### src/hdl/usblp_defines.vh
`ifndef USBLP_DEFINES_VH
`define USBLP_DEFINES_VH

// ****************************************
// Register byte addresses
// ****************************************
`define USBLP_ADDR_PERIODIC_BASE 32'h19000154
`define USBLP_ADDR_LIST_POINTER  32'h19000158
`define USBLP_ADDR_TT_CONTROL    32'h1900015c
`define USBLP_ADDR_BURST_LENGTH  32'h19000160
`define USBLP_ADDR_FILL_TUNING   32'h19000164

// ****************************************
// Field positions
// ****************************************
`define USBLP_PERIODIC_MSB 31
`define USBLP_PERIODIC_LSB 12
`define USBLP_EP_LIST_MSB 31
`define USBLP_EP_LIST_LSB 11
`define USBLP_ASYNC_MSB 31
`define USBLP_ASYNC_LSB 5
`define USBLP_HUB_ADDR_MSB 30
`define USBLP_HUB_ADDR_LSB 24
`define USBLP_RX_BURST_MSB 7
`define USBLP_RX_BURST_LSB 0
`define USBLP_TX_BURST_MSB 15
`define USBLP_TX_BURST_LSB 8
`define USBLP_THRESH_MSB 7
`define USBLP_THRESH_LSB 0
`define USBLP_HEALTH_MSB 12
`define USBLP_HEALTH_LSB 8
`define USBLP_SCHED_OH_MSB 21
`define USBLP_SCHED_OH_LSB 16

// ****************************************
// Reset values and limits
// ****************************************
`define USBLP_RST_PERIODIC 20'h00000
`define USBLP_RST_EP_LIST 21'h000000
`define USBLP_RST_ASYNC 27'h0000000
`define USBLP_RST_HUB_ADDR 7'h00
`define USBLP_RST_RX_BURST 8'h10
`define USBLP_RST_TX_BURST 8'h10
`define USBLP_RST_THRESH 8'h02
`define USBLP_MIN_THRESH 8'h02
`define USBLP_RST_SCHED_OH 6'h00
`define USBLP_HEALTH_MAX 5'h1f

`endif

### src/hdl/usblp_prefill_sched.v
`timescale 1ns/1ps
`default_nettype none

// Pre-fill admission and back-off decision for one transmit packet
module usblp_prefill_sched
(
  // Clock and reset
  input wire clock,
  input wire resetn,
  // Packet and timing inputs, all times in one common tick unit
  input wire packet_found,
  input wire [15:0] frame_time_left,
  input wire [15:0] fetch_time,
  input wire [15:0] overhead_time,
  input wire [15:0] payload_time,
  input wire [5:0] sched_overhead,
  // Fill progress
  input wire [7:0] bursts_posted,
  input wire [7:0] burst_threshold,
  input wire stream_disable,
  // Decisions, one-cycle pulses
  output reg prefill_start,
  output reg packet_begin,
  output reg packet_retry,
  output reg latency_discard
);

  localparam [1:0] ST_IDLE = 2'b01;
  localparam [1:0] ST_FILL = 2'b10;

  reg [1:0] state_q;
  wire [17:0] send_time;
  wire [17:0] total_time;
  wire [17:0] left_ext;
  wire fill_reached;

  // Widened sums so a long fetch never wraps into an admission
  assign send_time = {2'b00, overhead_time} + {2'b00, payload_time};
  assign total_time = send_time + {2'b00, fetch_time} + {12'h000, sched_overhead};
  assign left_ext = {2'b00, frame_time_left};
  // Threshold does not apply when streaming is off
  assign fill_reached = stream_disable | (bursts_posted >= burst_threshold); // [RULE17]

  // Admission, fill watch and back-off
  always @(posedge clock or negedge resetn)
  begin
    if (!resetn)
    begin
      state_q <= ST_IDLE;
      prefill_start <= 1'b0;
      packet_begin <= 1'b0;
      packet_retry <= 1'b0;
      latency_discard <= 1'b0;
    end
    else
    begin
      prefill_start <= 1'b0;
      packet_begin <= 1'b0;
      packet_retry <= 1'b0;
      latency_discard <= 1'b0;
      case (state_q)
        ST_IDLE:
        begin
          if (packet_found && (left_ext >= total_time)) // [RULE13]
          begin
            prefill_start <= 1'b1;
            state_q <= ST_FILL;
          end
        end
        ST_FILL:
        begin
          if (left_ext < send_time) // [RULE14]
          begin
            // Not an error: retry later and free the latency buffer
            packet_retry <= 1'b1;
            latency_discard <= 1'b1; // [RULE15]
            state_q <= ST_IDLE;
          end
          else if (fill_reached)
          begin
            packet_begin <= 1'b1;
            state_q <= ST_IDLE;
          end
        end
        default:
        begin
          state_q <= ST_IDLE;
        end
      endcase
    end
  end

endmodule

`default_nettype wire

### src/hdl/usblp_regs.v
// Contract
// [RULE1] Periodic base bits 31:12, low bits reserved
// [RULE2] Fetch address from base plus frame index
// [RULE3] Driver sets periodic base before schedule start
// [RULE4] Endpoint pointer bits 10:0 read zero
// [RULE5] Up to four queue heads, aligned list
// [RULE6] Async pointer bits 4:0 read zero
// [RULE7] Async pointer names next queue head
// [RULE8] Hub address bits 30:24, host only
// [RULE9] Hub control written as full words only
// [RULE10] Burst lengths change live, full words
// [RULE11] Receive burst bits 7:0, reset 0x10
// [RULE12] Transmit burst bits 15:8, reset 0x10
// [RULE13] Pre-fill only if whole packet fits
// [RULE14] Abandon fill when send time short
// [RULE15] Back-off is no error, discard partial
// [RULE16] Health counter saturates, cleared on write; here a back-off in the same cycle as the write loads one
// [RULE17] Burst threshold minimum two, reset two
// [RULE18] Shared address shows active role layout
//
// Design decision made here: the strobed register port.
`timescale 1ns/1ps
`default_nettype none
`include "usblp_defines.vh"

module usblp_regs
(
  // Clock and reset
  input wire clock,
  input wire resetn,
  // Register port
  input wire [31:0] reg_addr,
  input wire [31:0] reg_wdata,
  input wire reg_write,
  input wire reg_read,
  output reg [31:0] reg_rdata,
  // Controller role and frame position
  input wire host_mode,
  input wire [13:0] frame_index_counter,
  input wire [1:0] qh_select,
  // List pointers toward the DMA master
  output reg [31:0] periodic_fetch_addr,
  output reg [31:0] endpoint_qh_addr,
  output reg [31:0] async_qh_addr,
  output reg [6:0] translator_hub_address,
  // Burst tuning toward the DMA master
  output reg [7:0] receive_burst_words,
  output reg [7:0] transmit_burst_words,
  output reg [7:0] fifo_burst_threshold,
  // Transmit pre-fill scheduling
  input wire packet_found,
  input wire [15:0] frame_time_left,
  input wire [15:0] fetch_time,
  input wire [15:0] overhead_time,
  input wire [15:0] payload_time,
  input wire [7:0] bursts_posted,
  input wire stream_disable,
  output wire prefill_start,
  output wire packet_begin,
  output wire packet_retry,
  output wire latency_discard,
  output reg [4:0] scheduler_health_count
);

  // ****************************************
  // Address decode
  // ****************************************

  // Exact word match; used for both the write and the read path
  function hit;
    input [31:0] addr;
    input [31:0] offset;
    begin
      hit = (addr == offset);
    end
  endfunction

  wire wr_periodic;
  wire wr_list;
  wire wr_tt;
  wire wr_burst;
  wire wr_fill;

  // Writes land in the view of the role now active
  assign wr_periodic = reg_write & host_mode & hit(reg_addr, `USBLP_ADDR_PERIODIC_BASE);
  assign wr_list = reg_write & hit(reg_addr, `USBLP_ADDR_LIST_POINTER); // [RULE18]
  assign wr_tt = reg_write & host_mode & hit(reg_addr, `USBLP_ADDR_TT_CONTROL); // [RULE8]
  assign wr_burst = reg_write & hit(reg_addr, `USBLP_ADDR_BURST_LENGTH);
  assign wr_fill = reg_write & host_mode & hit(reg_addr, `USBLP_ADDR_FILL_TUNING);

  // ****************************************
  // Stored fields
  // ****************************************

  reg [19:0] periodic_base_field_q;
  reg [20:0] endpoint_list_field_q;
  reg [26:0] async_link_field_q;
  reg [5:0] sched_overhead_q;
  wire [7:0] threshold_wr;
  wire [4:0] health_d;

  // A threshold below the minimum is raised to it on the write
  assign threshold_wr = (reg_wdata[`USBLP_THRESH_MSB:`USBLP_THRESH_LSB] < `USBLP_MIN_THRESH) ?
    `USBLP_MIN_THRESH : reg_wdata[`USBLP_THRESH_MSB:`USBLP_THRESH_LSB]; // [RULE17]

  // Periodic list base; only the upper pointer bits are kept
  always @(posedge clock or negedge resetn)
  begin
    if (!resetn)
    begin
      periodic_base_field_q <= `USBLP_RST_PERIODIC;
    end
    else if (wr_periodic)
    begin
      periodic_base_field_q <= reg_wdata[`USBLP_PERIODIC_MSB:`USBLP_PERIODIC_LSB]; // [RULE1]
    end
  end

  // Shared address: separate storage per role, so a role swap loses neither pointer
  always @(posedge clock or negedge resetn)
  begin
    if (!resetn)
    begin
      endpoint_list_field_q <= `USBLP_RST_EP_LIST;
      async_link_field_q <= `USBLP_RST_ASYNC;
    end
    else if (wr_list)
    begin
      if (host_mode)
      begin
        async_link_field_q <= reg_wdata[`USBLP_ASYNC_MSB:`USBLP_ASYNC_LSB]; // [RULE6]
      end
      else
      begin
        endpoint_list_field_q <= reg_wdata[`USBLP_EP_LIST_MSB:`USBLP_EP_LIST_LSB]; // [RULE4]
      end
    end
  end

  // Hub address for directly attached full- and low-speed devices
  always @(posedge clock or negedge resetn)
  begin
    if (!resetn)
    begin
      translator_hub_address <= `USBLP_RST_HUB_ADDR;
    end
    else if (wr_tt)
    begin
      // No byte lanes on this port, so every write is a full word
      translator_hub_address <= reg_wdata[`USBLP_HUB_ADDR_MSB:`USBLP_HUB_ADDR_LSB]; // [RULE9]
    end
  end

  // Burst lengths in both roles
  always @(posedge clock or negedge resetn)
  begin
    if (!resetn)
    begin
      receive_burst_words <= `USBLP_RST_RX_BURST;
      transmit_burst_words <= `USBLP_RST_TX_BURST;
    end
    else if (wr_burst)
    begin
      // Takes effect on the next burst even mid-transfer
      receive_burst_words <= reg_wdata[`USBLP_RX_BURST_MSB:`USBLP_RX_BURST_LSB]; // [RULE11]
      transmit_burst_words <= reg_wdata[`USBLP_TX_BURST_MSB:`USBLP_TX_BURST_LSB]; // [RULE12]
    end
  end

  // Fill tuning, host view only
  always @(posedge clock or negedge resetn)
  begin
    if (!resetn)
    begin
      fifo_burst_threshold <= `USBLP_RST_THRESH;
      sched_overhead_q <= `USBLP_RST_SCHED_OH;
    end
    else if (wr_fill)
    begin
      fifo_burst_threshold <= threshold_wr;
      sched_overhead_q <= reg_wdata[`USBLP_SCHED_OH_MSB:`USBLP_SCHED_OH_LSB];
    end
  end

  // ****************************************
  // DMA address formation
  // ****************************************

  // Registered so the fetch engine sees a stable word every cycle
  always @(posedge clock or negedge resetn)
  begin
    if (!resetn)
    begin
      periodic_fetch_addr <= 32'h00000000;
      endpoint_qh_addr <= 32'h00000000;
      async_qh_addr <= 32'h00000000;
    end
    else
    begin
      // One 4-byte entry per frame, 1024 entries in the 4 kB page
      periodic_fetch_addr <= {periodic_base_field_q, frame_index_counter[12:3], 2'b00}; // [RULE2]
      // Four 64-byte queue heads from the list top
      endpoint_qh_addr <= {endpoint_list_field_q, 3'b000, qh_select, 6'b000000}; // [RULE5]
      // Next queue head the host will execute
      async_qh_addr <= {async_link_field_q, 5'b00000}; // [RULE7]
    end
  end

  // ****************************************
  // Scheduler health counter
  // ****************************************

  // A back-off in the clearing cycle still counts, so the set wins
  assign health_d = wr_fill ? (packet_retry ? 5'h01 : 5'h00) :
    ((packet_retry && (scheduler_health_count != `USBLP_HEALTH_MAX)) ?
    (scheduler_health_count + 5'h01) : scheduler_health_count);

  // Saturating count of back-off events
  always @(posedge clock or negedge resetn)
  begin
    if (!resetn)
    begin
      scheduler_health_count <= 5'h00;
    end
    else
    begin
      scheduler_health_count <= health_d; // [RULE16]
    end
  end

  // ****************************************
  // Pre-fill scheduler
  // ****************************************

  // Only host transmit traffic is scheduled here
  usblp_prefill_sched u_sched
  (
    .clock(clock),
    .resetn(resetn),
    .packet_found(packet_found & host_mode),
    .frame_time_left(frame_time_left),
    .fetch_time(fetch_time),
    .overhead_time(overhead_time),
    .payload_time(payload_time),
    .sched_overhead(sched_overhead_q),
    .bursts_posted(bursts_posted),
    .burst_threshold(fifo_burst_threshold),
    .stream_disable(stream_disable),
    .prefill_start(prefill_start),
    .packet_begin(packet_begin),
    .packet_retry(packet_retry),
    .latency_discard(latency_discard)
  );

  // ****************************************
  // Read path
  // ****************************************

  reg [31:0] read_word;

  // Reserved bits and host-only registers in device mode read zero
  always @*
  begin
    read_word = 32'h00000000;
    if (hit(reg_addr, `USBLP_ADDR_PERIODIC_BASE))
    begin
      if (host_mode)
      begin
        read_word = {periodic_base_field_q, 12'h000}; // [RULE1]
      end
    end
    else if (hit(reg_addr, `USBLP_ADDR_LIST_POINTER))
    begin
      if (host_mode)
      begin
        read_word = {async_link_field_q, 5'b00000}; // [RULE6]
      end
      else
      begin
        read_word = {endpoint_list_field_q, 11'h000}; // [RULE4]
      end
    end
    else if (hit(reg_addr, `USBLP_ADDR_TT_CONTROL))
    begin
      if (host_mode)
      begin
        read_word = {1'b0, translator_hub_address, 24'h000000}; // [RULE8]
      end
    end
    else if (hit(reg_addr, `USBLP_ADDR_BURST_LENGTH))
    begin
      read_word = {16'h0000, transmit_burst_words, receive_burst_words}; // [RULE10]
    end
    else if (hit(reg_addr, `USBLP_ADDR_FILL_TUNING))
    begin
      if (host_mode)
      begin
        read_word = {10'h000, sched_overhead_q, 3'b000, scheduler_health_count, fifo_burst_threshold};
      end
    end
  end

  // Read data stand for the one cycle after the strobe
  always @(posedge clock or negedge resetn)
  begin
    if (!resetn)
    begin
      reg_rdata <= 32'h00000000;
    end
    else if (reg_read)
    begin
      reg_rdata <= read_word;
    end
    else
    begin
      reg_rdata <= 32'h00000000;
    end
  end

endmodule

`default_nettype wire

### config.mk
export PLATFORM = sky130hd
export DESIGN_NAME = usblp_regs
export DESIGN_NICKNAME = d
export VERILOG_FILES = /design/src/hdl/usblp_prefill_sched.v /design/src/hdl/usblp_regs.v
export VERILOG_INCLUDE_DIRS = /design/src /design/src/hdl
export SDC_FILE = /design/constraint.sdc
export NUM_CORES = 1
export LEC_CHECK = 0
export BUFFER_PORTS_ARGS = -buffer_cell sky130_fd_sc_hd__buf_2
export CORE_UTILIZATION = 25
export DETAILED_ROUTE_END_ITERATION = 7
export HOLD_SLACK_MARGIN = 0.1
export PLACE_DENSITY_LB_ADDON = 0.15
export SYNTH_ARGS = -nofsm -noshare
export SYNTH_HDL_FRONTEND = slang
export SYNTH_SLANG_ARGS = --single-unit
export TNS_END_PERCENT = 100
### constraint.sdc
create_clock -name clock -period 4.1 [get_ports clock]
set_input_delay 0.41 -clock clock [delete_from_list [all_inputs] [get_ports clock]]
set_output_delay 0.41 -clock clock [all_outputs]
set_load 0.005 [all_outputs]
=== Yosys cells after proc, flatten, opt, wreduce, memory -nomap -nowiden ===
Index checks and enable logic that the tools add are counted.

* $add $sub $neg: 4
* Order comparisons: 4
* Eq/ne operators: 10
* Multiplexer cells: 25
* Bitwise logic cells: 9
* Reductions and logical operators: 6

{| class="wikitable"
|+ Operator list
! operator !! number
|-
| 32-bit 2-to-1 mux || 6
|-
| 32-bit by 29-bit equality test with 1-bit output, second input constant || 5
|-
| 22-bit 2-to-1 mux || 3
|-
| 31-bit 2-to-1 mux || 1
|-
| 18-bit by 16-bit adder with 18-bit output || 1
|-
| 18-bit by 6-bit adder with 18-bit output || 1
|-
| 16-bit by 18-bit greater-or-equal comparator with 1-bit output || 1
|-
| 16-bit by 18-bit < comparator with 1-bit output || 1
|-
| 16-bit by 16-bit adder with 17-bit output || 1
|-
| 5-bit 2-to-1 mux || 2
|-
| 8-bit greater-or-equal comparator || 1
|-
| 8-bit by 2-bit < comparator with 1-bit output, second input constant || 1
|-
| 1-bit 2-to-1 mux || 8
|-
| 8-bit 2-to-1 mux || 1
|-
| 1-bit bitwise AND || 7
|-
| 2-bit 2-to-1 mux || 3
|-
| 2-bit AND reduction || 3
|-
| 5-bit by 1-bit adder with 5-bit output, second input constant || 1
|-
| 5-bit != test, second input constant || 1
|-
| 2-bit one-hot mux with 2 select lines || 1
|-
| 3-bit by 1-bit != test with 1-bit output, second input constant || 1
|-
| 2-bit by 1-bit equality test with 1-bit output, second input constant || 1
|-
| 2-bit equality test, second input constant || 1
|-
| 1-bit logical AND || 2
|-
| 4 further kinds || 4
|}

* Flip-flop bits (word level): 227
* Bits of input ports: 159
* Word-level logic and storage cells: 75

=== Logic depth before layout (Yosys ltp) ===
Gate-level depths: netlist (run 1).

* Word-level depth: 7
* Gate-level depth with buffers: 25
* Depth with buffers taken out: 25

=== Modules after synthesis ===
A second synthesis (run 1) with hierarchy kept.

* Cells, all modules: 892
* Area total of the unflattened synthesis: 11,174.5 µm²

{| class="wikitable"
|+ Modules (own cells, without submodules)
! module !! instances !! cells an instance !! area an instance (µm²) !! sequential area each (µm²)
|-
| usblp_regs || 1 || 550 || 8,365.5 || 5,559.1
|-
| usblp_prefill_sched || 1 || 342 || 2,808.9 || 126.4
|}

=== Least setup slack after synthesis (run 1) ===
OpenSTA, ideal clock, no wires.

* Kind: input -> register
* From: in overhead_time[0]
* To: reg u_sched.state_q[1]
* Arrival time: 4.786 ns
* Slack: -0.806 ns
* Stages: 22
* Path through: ha_1 > fa_1 > a211oi_1 > o211ai_1 > a21oi_1 > o21bai_1 > a21oi_1 > xnor2_1 > ha_1 > ha_1 > nand4_1 > o31ai_1 > a211oi_1 > or3_1 > ha_1 > a2111oi_0 > o21ai_0 > o21a_1 > a41oi_1 > a211o_1 > a221oi_2 > a41o_1

* Longest elaborated chain between the ends: 7
* Elaborated cells on any way between the ends: 11

{| class="wikitable"
|+ RTL lines
! item !! RTL line !! text
|-
| start, declared || usblp_regs.v:54 || <nowiki>input wire [15:0] overhead_time,</nowiki>
|-
| 16-bit by 16-bit adder with 17-bit output * || usblp_prefill_sched.v:38 || <nowiki>assign send_time = {2'b00, overhead_time} + {2'b00, payload_time};</nowiki>
|-
| 18-bit by 16-bit adder with 18-bit output || usblp_prefill_sched.v:39 || <nowiki>assign total_time = send_time + {2'b00, fetch_time} + {12'h000, sched_overhead};</nowiki>
|-
| 18-bit by 6-bit adder with 18-bit output || usblp_prefill_sched.v:39 ||
|-
| 16-bit by 18-bit greater-or-equal comparator with 1-bit output || usblp_prefill_sched.v:64 || <nowiki>if (packet_found && (left_ext >= total_time))</nowiki>
|-
| 1-bit logical AND || usblp_prefill_sched.v:64 ||
|-
| 2-bit by 1-bit != test with 1-bit output (no source line) || -- ||
|-
| 2-bit AND reduction (no source line) || -- ||
|-
| end signal, assigned || usblp_prefill_sched.v:67 || <nowiki>state_q <= ST_FILL;</nowiki>
|-
| end signal, assigned || usblp_prefill_sched.v:77 || <nowiki>state_q <= ST_IDLE;</nowiki>
|-
| end signal, assigned || usblp_prefill_sched.v:82 || <nowiki>state_q <= ST_IDLE;</nowiki>
|-
| end, declared || usblp_prefill_sched.v:31 || <nowiki>reg [1:0] state_q;</nowiki>
|}

Mark *: on every way between the ends. The rest lies on a longest branch, timed or not.
A chain may end at the register's enable or synchronous reset.

=== Worst setup path after layout (run 1) ===
Same ends and word-level chain as after synthesis.

==> results of run 1 <==
-- cells in the mapped netlist (10+ instances only) --
library cell,instances
sky130_fd_sc_hd__xor2_1,13
sky130_fd_sc_hd__inv_1,42
sky130_fd_sc_hd__a21oi_1,23
sky130_fd_sc_hd__mux2i_1,10
sky130_fd_sc_hd__mux2_2,81
sky130_fd_sc_hd__a21o_1,12
sky130_fd_sc_hd__nor2_1,35
sky130_fd_sc_hd__buf_4,21
sky130_fd_sc_hd__ha_1,83
sky130_fd_sc_hd__o21a_1,11
sky130_fd_sc_hd__xnor2_1,17
sky130_fd_sc_hd__nand2_1,55
sky130_fd_sc_hd__mux2_4,20
sky130_fd_sc_hd__dfrtp_1,223
sky130_fd_sc_hd__a22oi_1,18
sky130_fd_sc_hd__o21ai_0,35
-- power by group through the flow --
stage | clock (mW) | sequential [mW] | combinational, mW
floorplan | 0 | 2.31 | 0.760
global placement | 0 | 2.31 | 1.32
detailed placement | 0 | 2.31 | 1.33
CTS | 2.34 | 2.27 | 1.49
global route | 2.43 | 2.27 | 1.75
finish | 2.25 | 2.27 | 1.55
-- placed cells by master (no fill, tap or decap), types with 5 or more instances in the layout --
| cell | count |
|---|---|
| sky130_fd_sc_hd__conb_1 | 16 |
| sky130_fd_sc_hd__buf_4 | 93 |
| sky130_fd_sc_hd__a22oi_1 | 18 |
| sky130_fd_sc_hd__and3_1 | 7 |
| sky130_fd_sc_hd__o21ai_1 | 9 |
| sky130_fd_sc_hd__ha_4 | 8 |
| sky130_fd_sc_hd__clkbuf_1 | 9 |
| sky130_fd_sc_hd__fa_1 | 6 |
| sky130_fd_sc_hd__a222oi_1 | 8 |
| sky130_fd_sc_hd__o21bai_1 | 5 |
| sky130_fd_sc_hd__mux2_2 | 81 |
| sky130_fd_sc_hd__nand4_1 | 6 |
| sky130_fd_sc_hd__nor2b_1 | 5 |
| sky130_fd_sc_hd__clkbuf_16 | 26 |
| sky130_fd_sc_hd__xor2_1 | 13 |
| sky130_fd_sc_hd__nor2_1 | 34 |
| sky130_fd_sc_hd__nand3_1 | 9 |
| sky130_fd_sc_hd__dlygate4sd3_1 | 21 |
| sky130_fd_sc_hd__a21o_1 | 12 |
| sky130_fd_sc_hd__buf_2 | 302 |
| sky130_fd_sc_hd__mux2_4 | 20 |
| sky130_fd_sc_hd__a221o_1 | 5 |
| sky130_fd_sc_hd__inv_1 | 42 |
| sky130_fd_sc_hd__mux2i_1 | 10 |
| sky130_fd_sc_hd__o21ai_0 | 30 |
| sky130_fd_sc_hd__ha_1 | 73 |
| sky130_fd_sc_hd__nor3_1 | 5 |
| sky130_fd_sc_hd__dfrtp_1 | 223 |
| sky130_fd_sc_hd__buf_6 | 6 |
| sky130_fd_sc_hd__xnor2_1 | 15 |
| sky130_fd_sc_hd__nand2_1 | 53 |
| sky130_fd_sc_hd__a21oi_1 | 20 |
| sky130_fd_sc_hd__o21a_1 | 9 |
-- layout make-up --
cell class | count | area [um^2] | share of cell area [%]
antenna | 2 | 5.00 | 0.0332
sequential | 227 | 5690 | 37.8
tap | 585 | 732 | 4.86
multi-input combinational | 576 | 5130 | 34.1
clock inverter | 8 | 88.8 | 0.590
clock buffer | 39 | 739 | 4.91
inverter | 42 | 158 | 1.05
timing repair buffer | 424 | 2520 | 16.7
-- kinds of logic (layout without fill, tap and decap cells) --
logic type	count (synthesis)	in the layout	synth area share (%)
XOR/XNOR	30	30	2.39
multiplexers	115	115	12.4
adder cells (fa/ha/maj)	91	91	10.9
AO/OA/AOI/OAI	163	163	10.3
buffers and inverters	88	513	4.55
other	1	18	0.0342
flip-flops	227	227	51.8
AND/OR/NAND/NOR	161	161	7.62
-- worst max-delay path, stage by stage --
cell	delay [ns]
sky130_fd_sc_hd__buf_6	0.10
sky130_fd_sc_hd__ha_4	0.15
sky130_fd_sc_hd__fa_2	0.38
sky130_fd_sc_hd__a211oi_2	0.24
sky130_fd_sc_hd__o211ai_1	0.17
sky130_fd_sc_hd__buf_4	0.17
sky130_fd_sc_hd__a31o_2	0.26
sky130_fd_sc_hd__a31oi_4	0.18
sky130_fd_sc_hd__xnor2_2	0.15
sky130_fd_sc_hd__ha_1	0.29
sky130_fd_sc_hd__ha_4	0.28
sky130_fd_sc_hd__nand2_2	0.07
sky130_fd_sc_hd__nor4_4	0.31
sky130_fd_sc_hd__o31ai_2	0.11
sky130_fd_sc_hd__nor2b_2	0.16
sky130_fd_sc_hd__xnor2_1	0.12
sky130_fd_sc_hd__ha_1	0.22
sky130_fd_sc_hd__a2111oi_4	0.34
sky130_fd_sc_hd__o21ai_2	0.09
sky130_fd_sc_hd__o21a_1	0.14
sky130_fd_sc_hd__a41oi_2	0.15
sky130_fd_sc_hd__a211o_1	0.13
sky130_fd_sc_hd__a221oi_2	0.05
sky130_fd_sc_hd__a41o_1	0.22
-- state kept, by name, indices dropped and copies added (netlist names), 2 cells and up --
| name | flops |
|---|---|
| translator_hub_address | 7 |
| transmit_burst_words | 8 |
| fifo_burst_threshold | 8 |
| async_qh_addr | 27 |
| reg_rdata | 32 |
| periodic_base_field_q | 20 |
| u_sched.state_q | 2 |
| scheduler_health_count | 5 |
| receive_burst_words | 8 |
| periodic_fetch_addr | 30 |
| endpoint_qh_addr | 23 |
| sched_overhead_q | 6 |
| async_link_field_q | 27 |
| endpoint_list_field_q | 21 |
-- path summary, 6_finish.rpt --
kind                       slack, ns              endpoint
min in group asynchronous       0.53     async_qh_addr[30]
max                            -0.36    u_sched.state_q[1]
min reg2reg                     0.39  endpoint_qh_addr[14]
min                             0.13   sched_overhead_q[4]
max in group asynchronous       2.57    u_sched.state_q[0]
max reg2reg                     0.01    u_sched.state_q[1]
-- through the flow --
step                power [mW]  hold slack, ns  utilization, %  instances
CTS                       6.09           0.102            34.6       1898
floorplan                 3.07           0.114               -        891
global route              6.45           0.103            34.9       1901
global placement          3.63           0.380            31.6       1821
finish                    6.07           0.128            34.9       1903
detailed placement        3.64           0.379            31.6       1821
-- layer usage --
metal  GRT usage (%)  vias up  wire length (um)
met5               0        -                32
met4            3.12        4               457
met3            3.58       36              2290
met2            25.3      226             15900
met1            19.1     3962             14700
li1                -     3965                 -
-- what timing repair did --
action	4_1_cts	5_1_grt
hold endpoints to repair	139	0
buffers inserted	9	3
gates resized for setup	29	22
pin swaps	17	3
hold buffers	21	0
endpoints found under the setup margin	3	3
==> run summary, run 1 <==
The run finished, with violations left. The checks that failed: negative setup slack. Global routing consumed, over all layers together, 14.9% of the routing resources. The deepest level of the CTS H-tree was 1; the final wirelength was 33,400 um. Based on the critical path, the design can be clocked at up to 0.224 GHz.

Proportion of layout cells with a drive suffix above 1: 45.9%. For the highest ir drop seen on vdd, the log shows 220 uV. The setup slack after placement is -1.21 ns. The kind of end point of the critical path is a flip-flop. Data on the critical path arrives at its endpoint at 4.89 ns.

The biggest area contributor in the post-synthesis netlist is sky130_fd_sc_hd__dfrtp_1. The die is 211 um wide. The synthesized flop and latch total works out to 227.

For this design the total switching power over the nets is 1.69 mW. Along the worst hold path, the cell count comes to 3. Combinational cells account for 25.6% of the total power.

The worst pin sits at a relative slew slack of 37.7%. The worst hold path belongs to the class primary input to flip-flop. The fraction of registers with async set/reset came out at 100%.

After filler insertion, the fill cell instance count of the layout stands at 4,411. Number of enable flip-flop cells after synthesis: 0. The start point of the worst hold path was reg_wdata[20]. Summing all placed instances gives a cell area of 13,700 um^2.

The run gives 26 as the number of buffers created by CTS. The floorplan has 76 rows. Setup repair after global routing could not meet its margin everywhere.

After the first detailed-routing iteration, the DRC count stood at 359. At the worst endpoint, the required time is 4.52 ns. Of the post-synthesis cell area, the dominant cell type holds 50.9%. The final count of negative-setup-slack endpoints is 3. For this run, the detailed router's first-pass iteration total came to 4. For the setup TNS, the log shows -0.939 ns. Buffers placed on the I/O ports in this run total 306. In this run, flip-flops and latches consume 37.4% of the power. Slack of the critical path: -0.364 ns. In this run, distinct cell masters in the synthesized netlist total 71.

Summing over every cut layer, the via total after detailed routing is 8,193. The clock insertion delay at the later pin of the skew report came out at 0.54 ns. The floorplan step set the die height to 211 um. Power spread over the standard cell area amounts to 403 nW/um^2. TritonCTS built the clock tree. The floorplan step defined a die boundary enclosing 44,700 um^2. During I/O placement, the number of pins put on the boundary was 327.

The clock-pin slew on the worst setup and hold paths was 0.06 ns; the number of hold-slack violations in the final timing report was 0. The cell sitting at the root of the clock tree is a sky130_fd_sc_hd__clkbuf_16. In the post-synthesis netlist, the biggest area contributors are sky130_fd_sc_hd__dfrtp_1 (51%), sky130_fd_sc_hd__ha_1 (9.5%), sky130_fd_sc_hd__mux2_2 (8.3%).

Average size of a mapped cell: 12.5 um^2. The logs give 8,576 for the via count of the first global-routing pass and 25.4% for the starting density of the core. The worst setup path is of the primary input to flip-flop kind. The net count of the finished layout is 1,547. The clock group share of total power is 37.0%. The run gives 0 as the leftover overflow at the end of global routing. The number of buffers on the longest clock path was 3; the measured slew at the worst slew-check pin was 0.934 ns. Counting every sink on the clock net gives 227.

Net switching is 27.9% of the power. The area of the placeable core is 43,200 um^2, and the final clock skew is 0.00931 ns. The minimum clock period after layout is 4.46 ns. Count of antenna-violating nets left after detailed routing: 0. The wire length of the first global-routing pass is 50,600 um, and the critical-path maximum fanout is 3.

For the pin count of the biggest net entering global routing, the log shows 119. For the post-detailed-placement half-perimeter wirelength, the log shows 25,200 um. The tools report the sequential cell area fraction in the yosys report as 51.8%. The cell count after synthesis is 876, and the final weighted congestion in routability-driven placement is 0.836. For the worst flop-to-flop path, the logic depth is 18.

The period utilization works out to 109%. Internal power of the cells: 4.37 mW. The critical register-to-register path startpoint was sched_overhead_q[1]. Yosys printed 0 warnings. Origin of the worst setup path: overhead_time[0]. The run gives 15,100 um^2 as the total non-filler cell area in the finished layout. In the final routed layout, each cell accounts on average for 17.5 um. Static power due to leakage: 7.90 nW. STA classifies the critical path startpoint as a primary input. In the routed design, unresolved DRC markers number 0. Among all flip-flop cells after synthesis, the most frequent one is sky130_fd_sc_hd__dfrtp_1. The max-slew violation count is 0. The number of antenna violations at the first check in global routing is 2, and the reported max-cap violation count is 0. For the synthesized area, the log shows 11,000 um^2. After detailed routing, the number of vias per cell comes to 4.31. The growth of design area from synthesis to finish works out to 37.3%.
No activity file was read; power rests on OpenSTA's default activity.
==> inputs of run 2 (changes only) <==
clock period = 4.2 ns   (was 4.1 ns; I/O delays follow)
==> run 2 against run 1 <==
Net effect:
- the flow still finishes with violations (negative setup slack)
- critical path depth grew 1
- clock power is 2% lower
- count of clock-buffer cells in the layout down 5
- via count up 0.74%
- first-iteration DRC count up 13%
- hold slack lost 0.0029 ns
- combinational power shrank 4%
- sequential power fell by 3%
- non-clock buffer count down 8
- die area did not move
- critical path type unchanged
- critical endpoint unchanged
- largest power group unchanged
- highest routed layer unchanged
==> run summary, run 2 (synthesis gave the netlist of run 1 again) <==
The flow ran to the end, but the final reports show violations. The final reports fail on negative setup slack. The net total in the final layout was 1,540 (-0.45%); the chip height was 211 um (unchanged). The clock-pin slew on the worst setup and hold paths was 0.06 ns (about the same); the minimum clock period after layout was 4.65 ns. For the clock sink total, the log shows 227 (unchanged). The proportion of layout cells with a drive suffix above 1 came out at 45.7% (-0.22 points).

The leading cell type in the layout, fill and taps excluded was sky130_fd_sc_hd__buf_2. Number of vias per cell after detailed routing: 4.36 (+1.3%). The run gives 0.125 ns (-0.00292 ns) as the worst hold slack. The tools report the required time at the worst-slack endpoint as 4.63 ns (+0.11 ns).

The highest ir drop seen on vdd is 237 uV (+7.5%). The logs give 25,000 um (-0.64%) for the post-detailed-placement half-perimeter wirelength and 0 (unchanged) for the max-slew violation count. The wire length of the first global-routing pass was 51,100 um (+0.98%); the sequential group share of total power was 37.5% (about the same). The part of the total power dissipated in combinational logic came out at 25.2% (-0.4 points).

The run gives 0.0146 ns (+0.00526 ns) as the final clock skew. The count of antenna-violating nets left after detailed routing was 0 (unchanged); the DRC violation count after routing was 0 (unchanged). The total power divided by cell area is 395 nW/um^2 (-1.8%).

Setup repair after global routing could not meet its margin everywhere. The tools report the library cell used as clock root buffer as sky130_fd_sc_hd__clkbuf_16. Number of buffers on the longest clock path: 3 (unchanged).

The tools report the leftover overflow at the end of global routing as 0 (unchanged). Kind of end point of the critical path: a flip-flop. The min-delay analysis places its worst path in the category primary input to flip-flop. The area growth from synthesis to layout is 36.0%.

Pin count of the biggest net entering global routing: 121 (+1.7%). The floorplan die width is 211 um (unchanged). The tools report the final weighted congestion in routability-driven placement as 0.841 (+0.63%). The logs give 37.4% (-0.38 points) for the tightest slew margin relative to the limit and 7.85 nW (-0.65%) for the static power due to leakage. Setup TNS: -1.09 ns (-0.155 ns).

The period utilization is 111%. Worst path arrival time: 5.08 ns (+0.19 ns). The tools report the placed cell count as 1,816 (-0.27%). The worst setup path is launched from a primary input.

The number of diodes added for antenna fixing is 0 (-2), and the wire length per cell after detailed routing is 17.9 um (+2.1%). The final wirelength is 33,900 um (+1.5%), and the number of hold-slack violations in the final timing report is 0 (unchanged). The tools report the reported max-cap violation count as 0 (unchanged). The count of input and output buffers was 306 (unchanged). The area of the placeable core was 43,200 um^2 (unchanged); the flip-flop count of the largest register after layout was 32 (unchanged).

The net switching fraction of the power is 28.6% (+0.71 points). Based on the critical path, the design can be clocked at up to 0.215 GHz. The via count of the first global-routing pass came out at 8,691 (+1.3%). For the number of placed I/O pins, the log shows 327 (unchanged). The starting density of the core was 25.4% (unchanged); the number of iterations in the first detailed-routing pass was 7 (+3).

The count of standard-cell rows was 76 (unchanged). reg_rdata holds more flip-flops than any other register. In the final layout, the registers with the most flip-flops are reg_rdata x32, periodic_fetch_addr x30. The tools report the clock insertion delay at the later pin of the skew report as 0.54 ns (about the same). The run gives 1,892 (-0.58%) as the final cell count without fillers. The overall routing resource usage came out at 15.0% (+0.16 points). Number of buffers created by CTS: 27 (+3.8%). The tools report the power after layout as 5.90 mW (-2.7%).

TritonCTS built the clock tree. Measured slew at the worst slew-check pin: 0.940 ns (+0.00573 ns). The critical-path maximum fanout is 3 (unchanged), and the DRC marker count from the first detailed-route iteration is 407 (+13%). For the clock group share of total power, the log shows 37.3% (+0.3 points). Count of vias placed by the detailed router: 8,254 (+0.74%). The number of antenna violations at the first check in global routing is 6 (+4), and the final count of negative-setup-slack endpoints is 3 (unchanged). The run gives 1.69 mW (-0.20%) as the switching component of the power. The tools report the deepest level of the CTS H-tree as 1 (unchanged). For the total die area, the log shows 44,700 um^2 (unchanged).

The kind of critical path was primary input to flip-flop. The run gives -0.449 ns (-0.0845 ns) as the slack of the critical path. In the layout the commonest cells are sky130_fd_sc_hd__buf_2 (302), sky130_fd_sc_hd__dfrtp_1 (223), sky130_fd_sc_hd__buf_4 (90).

For the internal power of the cells, the log shows 4.21 mW (-3.7%).
==> run 2: cell types whose count changed in the layout (fill, tap and decap cells not counted), sizes merged, moves of 3 or more <==
cell and change:
clkinvlp +3, clkbuf -5, buf -3, dlygate4sd3 -5, inv +4
==> run 2: area by class of cell <==
type / count / area, um^2
clock buffer: 34 / 732
clock inverter: 12 / 93.8
sequential: 227 / 5690
multi-input combinational: 576 / 5070
fill: 4417 / 28200
inverter: 42 / 158
tap: 585 / 732
timing repair buffer: 416 / 2450
==> run 2: timing repair <==
action,4_1_cts,5_1_grt
pin swaps,30,9
hold buffers,16,0
setup buffers,13,1
resized for setup,33,7
endpoints found under the hold margin,132,0
setup endpoints to repair,3,3
==> run 2: through the flow <==
step,util (%),instance area (um^2),worst slack [ns]
after floorplan,-,11100,-0.463
after CTS,34.5,14900,-0.346
after global routing,34.6,14900,-0.630
after global placement,31.5,13600,-1.09
final,34.6,14900,-0.449
after detailed placement,31.5,13600,-1.10
==> run 2: final timing paths <==
check | cells past startpoint | slack [ns] | startpoint | to
worst min register to register | 0 | 0.39 | async_link_field_q[26] | async_qh_addr[31]
worst max-delay path | 25 | -0.45 | payload_time[0] | u_sched.state_q[1]
worst max register to register | 18 | 0.09 | sched_overhead_q[1] | u_sched.state_q[1]
max in group asynchronous | 3 | 2.61 | resetn | u_sched.state_q[0]
min in group asynchronous | 2 | 0.56 | resetn | periodic_fetch_addr[30]
worst min-delay path | 3 | 0.13 | reg_wdata[19] | sched_overhead_q[3]
==> run 2: per-layer routing <==
| layer | up-vias | track usage (%) | wire, um |
|---|---|---|---|
| li1 | 3958 | - | - |
| met1 | 3993 | 19.3 | 14900 |
| met2 | 251 | 25.5 | 16100 |
| met3 | 44 | 3.44 | 2370 |
| met4 | 8 | 3.42 | 544 |
| met5 | - | 0 | 55 |
==> run 2: power groups by stage <==
stage | logic [mW] | clock network, mW | registers, mW
final | 1.49 | 2.20 | 2.21
after global routing | 1.68 | 2.37 | 2.21
after CTS | 1.48 | 2.28 | 2.21
after detailed placement | 1.29 | 0 | 2.25
after global placement | 1.29 | 0 | 2.25
after floorplan | 0.742 | 0 | 2.25
==> run 2: critical path, stage by stage <==
cell and delay (ns):
sky130_fd_sc_hd__buf_6 0.10, sky130_fd_sc_hd__ha_4 0.16, sky130_fd_sc_hd__fa_2 0.36, sky130_fd_sc_hd__a211oi_2 0.25, sky130_fd_sc_hd__o211ai_1 0.17, sky130_fd_sc_hd__a21oi_2 0.18, sky130_fd_sc_hd__o21bai_1 0.09, sky130_fd_sc_hd__a21oi_1 0.18
sky130_fd_sc_hd__xnor2_1 0.16, sky130_fd_sc_hd__ha_1 0.30, sky130_fd_sc_hd__ha_4 0.29, sky130_fd_sc_hd__nand2_2 0.04, sky130_fd_sc_hd__o21a_1 0.21, sky130_fd_sc_hd__buf_6 0.14, sky130_fd_sc_hd__o31ai_4 0.05, sky130_fd_sc_hd__a211oi_2 0.10
sky130_fd_sc_hd__or3_4 0.39, sky130_fd_sc_hd__ha_4 0.27, sky130_fd_sc_hd__a2111oi_4 0.32, sky130_fd_sc_hd__o21ai_1 0.12, sky130_fd_sc_hd__o21a_1 0.16, sky130_fd_sc_hd__a41oi_2 0.17, sky130_fd_sc_hd__a211o_1 0.17, sky130_fd_sc_hd__a221oi_4 0.05
sky130_fd_sc_hd__a41o_1 0.23
==> inputs of run 3 (changes only) <==
clock period = 5.5 ns   (was 4.2 ns; I/O delays follow)
==> run 3 against run 2 <==
Net effect:
- final area fell by 5.4%
- critical endpoint unchanged
- register-to-register slack better by 1.0 ns
- critical path depth decreased by 1
- critical path type unchanged
- wire length decreased by 2.7%
- die area unchanged
- sequential power decreased by 24%
- largest cell class unchanged
- the flow now finishes without violations
- worst setup slack better by 0.86 ns
==> run summary, run 3 (synthesis gave the netlist of run 1 again) <==
The run finished with clean final reports. The sum of met3 wire segment lengths after detailed routing is 2620 um (+11%). The sequential group share of total power was 39.6% (+2.1 points); the total power divided by cell area was 302 nW/um^2 (-24%). The count of input and output buffers came out at 306 (unchanged). The register with the most flip-flops in the final layout is reg_rdata. The routed length on met1 was 14,200 um (-4.4%); the count of antenna-violating nets left after detailed routing was 0 (unchanged). Leaving out fill and tap cells, the most frequent cells in the layout are sky130_fd_sc_hd__buf_2 (305), sky130_fd_sc_hd__dfrtp_1 (223), sky130_fd_sc_hd__ha_1 (83). The setup slack after placement is -0.130 ns (+0.971 ns), and the net total in the final layout is 1,466 (-4.8%). The logs give 1,824 (-3.6%) for the final cell count without fillers and 25.4% (unchanged) for the starting density of the core. The flip-flop count of the largest register after layout was 32 (unchanged).

The area growth from synthesis to layout is 28.7%. The clock sink total was 227 (unchanged). The number of buffers and inverters on the critical path is 1 (-1), and the measured slew at the worst slew-check pin is 1.13 ns (+0.188 ns).

The deepest level of the CTS H-tree was 1 (unchanged); the number of antenna violations at the first check in global routing was 7 (+1). Number of buffers created by CTS: 26 (-3.7%). For the tightest slew margin relative to the limit, the log shows 24.8% (-13 points). The via count of the first global-routing pass is 8,312 (-4.4%), and the slack of the critical path is 0.415 ns (+0.864 ns). The proportion of layout cells with a drive suffix above 1 was 40.7% (-5.0 points); the static power due to leakage was 7.50 nW (-4.5%). The tools report the overall routing resource usage as 14.7% (-0.32 points). Floorplan die width: 211 um (unchanged). STA classifies the critical path endpoint as a flip-flop. The number of buffers added for setup after CTS is 0 (-13), and the final clock skew is 0.0248 ns (+0.0103 ns). The run gives 0 (-3) as the final count of negative-setup-slack endpoints. After detailed routing, no signal wire sits above met5.

The total die area was 44,700 um^2 (unchanged); the number of gates resized after CTS was 0 (-100%). Leading cell type in the layout, fill and taps excluded: sky130_fd_sc_hd__buf_2. The minimum clock period after layout works out to 5.09 ns. The met2 layer wire length in the routed design is 15,700 um (-2.4%), and the number of buffers on the longest clock path is 3 (unchanged). The logs give 0.126 ns (+0.000627 ns) for the worst hold slack and 43,200 um^2 (unchanged) for the area of the placeable core. For the number of hold-slack violations in the final timing report, the log shows 0 (unchanged). The clock-pin slew on the worst setup and hold paths works out to 0.06 ns (about the same). The largest registers in the layout are reg_rdata x32, periodic_fetch_addr x30.

The kind of critical path was primary input to flip-flop. Slowest stage cell on the critical path: sky130_fd_sc_hd__fa_1. TritonCTS built the clock tree.

The logs give 0.55 ns (about the same) for the clock insertion delay at the later pin of the skew report and 4,468 (+1.2%) for the total of fill cells in the finished design. The cts-stage hold buffer count was 5 (-11); the delay of the slowest cell on the worst path was 0.43 ns (+0.04 ns). The worst path arrival time came out at 5.52 ns (+0.44 ns). The run gives 0.797 (-5.2%) as the final weighted congestion in routability-driven placement.

Setup repair after global routing left no endpoint under its margin. The tools report the library cell used as clock root buffer as sky130_fd_sc_hd__clkbuf_16. The run gives 327 (unchanged) as the number of placed I/O pins. The leftover overflow at the end of global routing came out at 0 (unchanged). The wire length per cell after detailed routing came out at 18.1 um (+0.92%).

The part of the total power dissipated in combinational logic is 20.6% (-4.6 points). The required time at the worst-slack endpoint is 5.93 ns (+1.30 ns), and the switching component of the power is 1.17 mW (-31%). Static timing analysis puts the maximum clock frequency at 0.197 GHz. Highest ir drop seen on vdd: 190 uV (-20%). The DRC marker count from the first detailed-route iteration was 373 (-8.4%); the count of standard-cell rows was 76 (unchanged). The pin count of the biggest net entering global routing was 129 (+6.6%). DRC violation count after routing: 0 (unchanged). Number of iterations in the first detailed-routing pass: 4 (-3). Critical path launch point type: a primary input. The clock group share of total power is 39.8% (+2.5 points).

The critical-path maximum fanout is 3 (unchanged). The run gives 4.27 mW (-28%) as the power after layout. The tightest min-delay check is of the primary input to flip-flop type.

The share of the core filled with cells in the final layout was 32.7% (-1.9 points). The chip height is 211 um (unchanged). The wire length of the first global-routing pass is 49,800 um (-2.6%). The number of vias per cell after detailed routing was 4.38 (+0.47%). Walking the worst path, the cells encountered are buf_2 -> ha_1 -> fa_1 -> a211oi_1 -> o211ai_1 -> a21oi_1 -> o21bai_1 -> a21oi_1 -> xnor2_1 -> ha_1 -> ha_1 -> nand4_1 -> nor4_1 -> o31ai_1 -> nor2b_1 -> xnor2_1 -> ha_1 -> a2111oi_0 -> o21ai_0 -> o21a_1 -> a41oi_1 -> a211o_1 -> a221oi_2 -> a41o_1.

In this design, the critical path's most frequently occurring cell is sky130_fd_sc_hd__ha_1. In the finished design, the share of the clock period the worst path needs comes to 92.5%. The tools report the internal power of the cells as 3.10 mW (-27%). For the final wirelength, the log shows 33,000 um (-2.7%).

The net switching fraction of the power is 27.4% (-1.2 points). The run gives 24,100 um (-3.7%) as the post-detailed-placement half-perimeter wirelength. The count of vias placed by the detailed router is 7,995 (-3.1%). The logs give 0 (unchanged) for the reported max-cap violation count and 1,768 (-2.6%) for the placed cell count. The gate family responsible for the most delay along the worst path is compound AO/OA/AOI/OAI gates. Max-slew violation count: 0 (unchanged).
run 3: changes by cell type in the layout (fill, tap and decap cells not counted), sizes merged:
cell         before  now
buf             400  338
dlygate4sd3      16    5
clkinv            3    9
clkinvlp          5    0
clkbuf           34   38
inv              46   42
diode             0    3
bufinv            0    1
run 3: worst paths after layout:
check	startpoint	end	slack, ns	cells past startpoint
max reg2reg	sched_overhead_q[1]	u_sched.state_q[1]	1.09	17
min in group asynchronous	resetn	endpoint_qh_addr[29]	0.62	2
max in group asynchronous	resetn	endpoint_qh_addr[16]	3.66	3
min	qh_select[1]	endpoint_qh_addr[7]	0.13	1
max	overhead_time[0]	u_sched.state_q[1]	0.41	24
min reg2reg	endpoint_list_field_q[1]	endpoint_qh_addr[12]	0.39	0
run 3: power by group through the flow:
stage	clock network, mW	registers (mW)	logic, mW
final	1.70	1.69	0.879
after global routing	1.83	1.69	1.02
after CTS	1.77	1.69	0.899
after detailed placement	0	1.72	0.887
after global placement	0	1.72	0.887
after floorplan	0	1.72	0.554
run 3: area by class of cell:
class                   count  area, um^2  area share (%)
flip-flops and latches    227        5690            40.3
diodes                      3        7.51          0.0532
repair buffers            343        1840            13.1
well taps                 585         732            5.19
multi-input cells         576        4840            34.3
clock inverters            10        90.1           0.638
clock buffers              38         756            5.35
inverters                  42         158            1.12
run 3: routing by layer:
layer	track usage [%]	vias to the layer above
met4	2.80	8
met5	0	-
li1	-	3801
met3	4.41	42
met1	18.5	3907
met2	24.9	237
run 3: metrics by stage:
step | instance area (um^2) | TNS (ns)
after floorplan | 11000 | 0
after global placement | 13200 | -0.181
after detailed placement | 13200 | -0.228
after CTS | 14100 | 0
after global routing | 14100 | 0
final | 14100 | 0
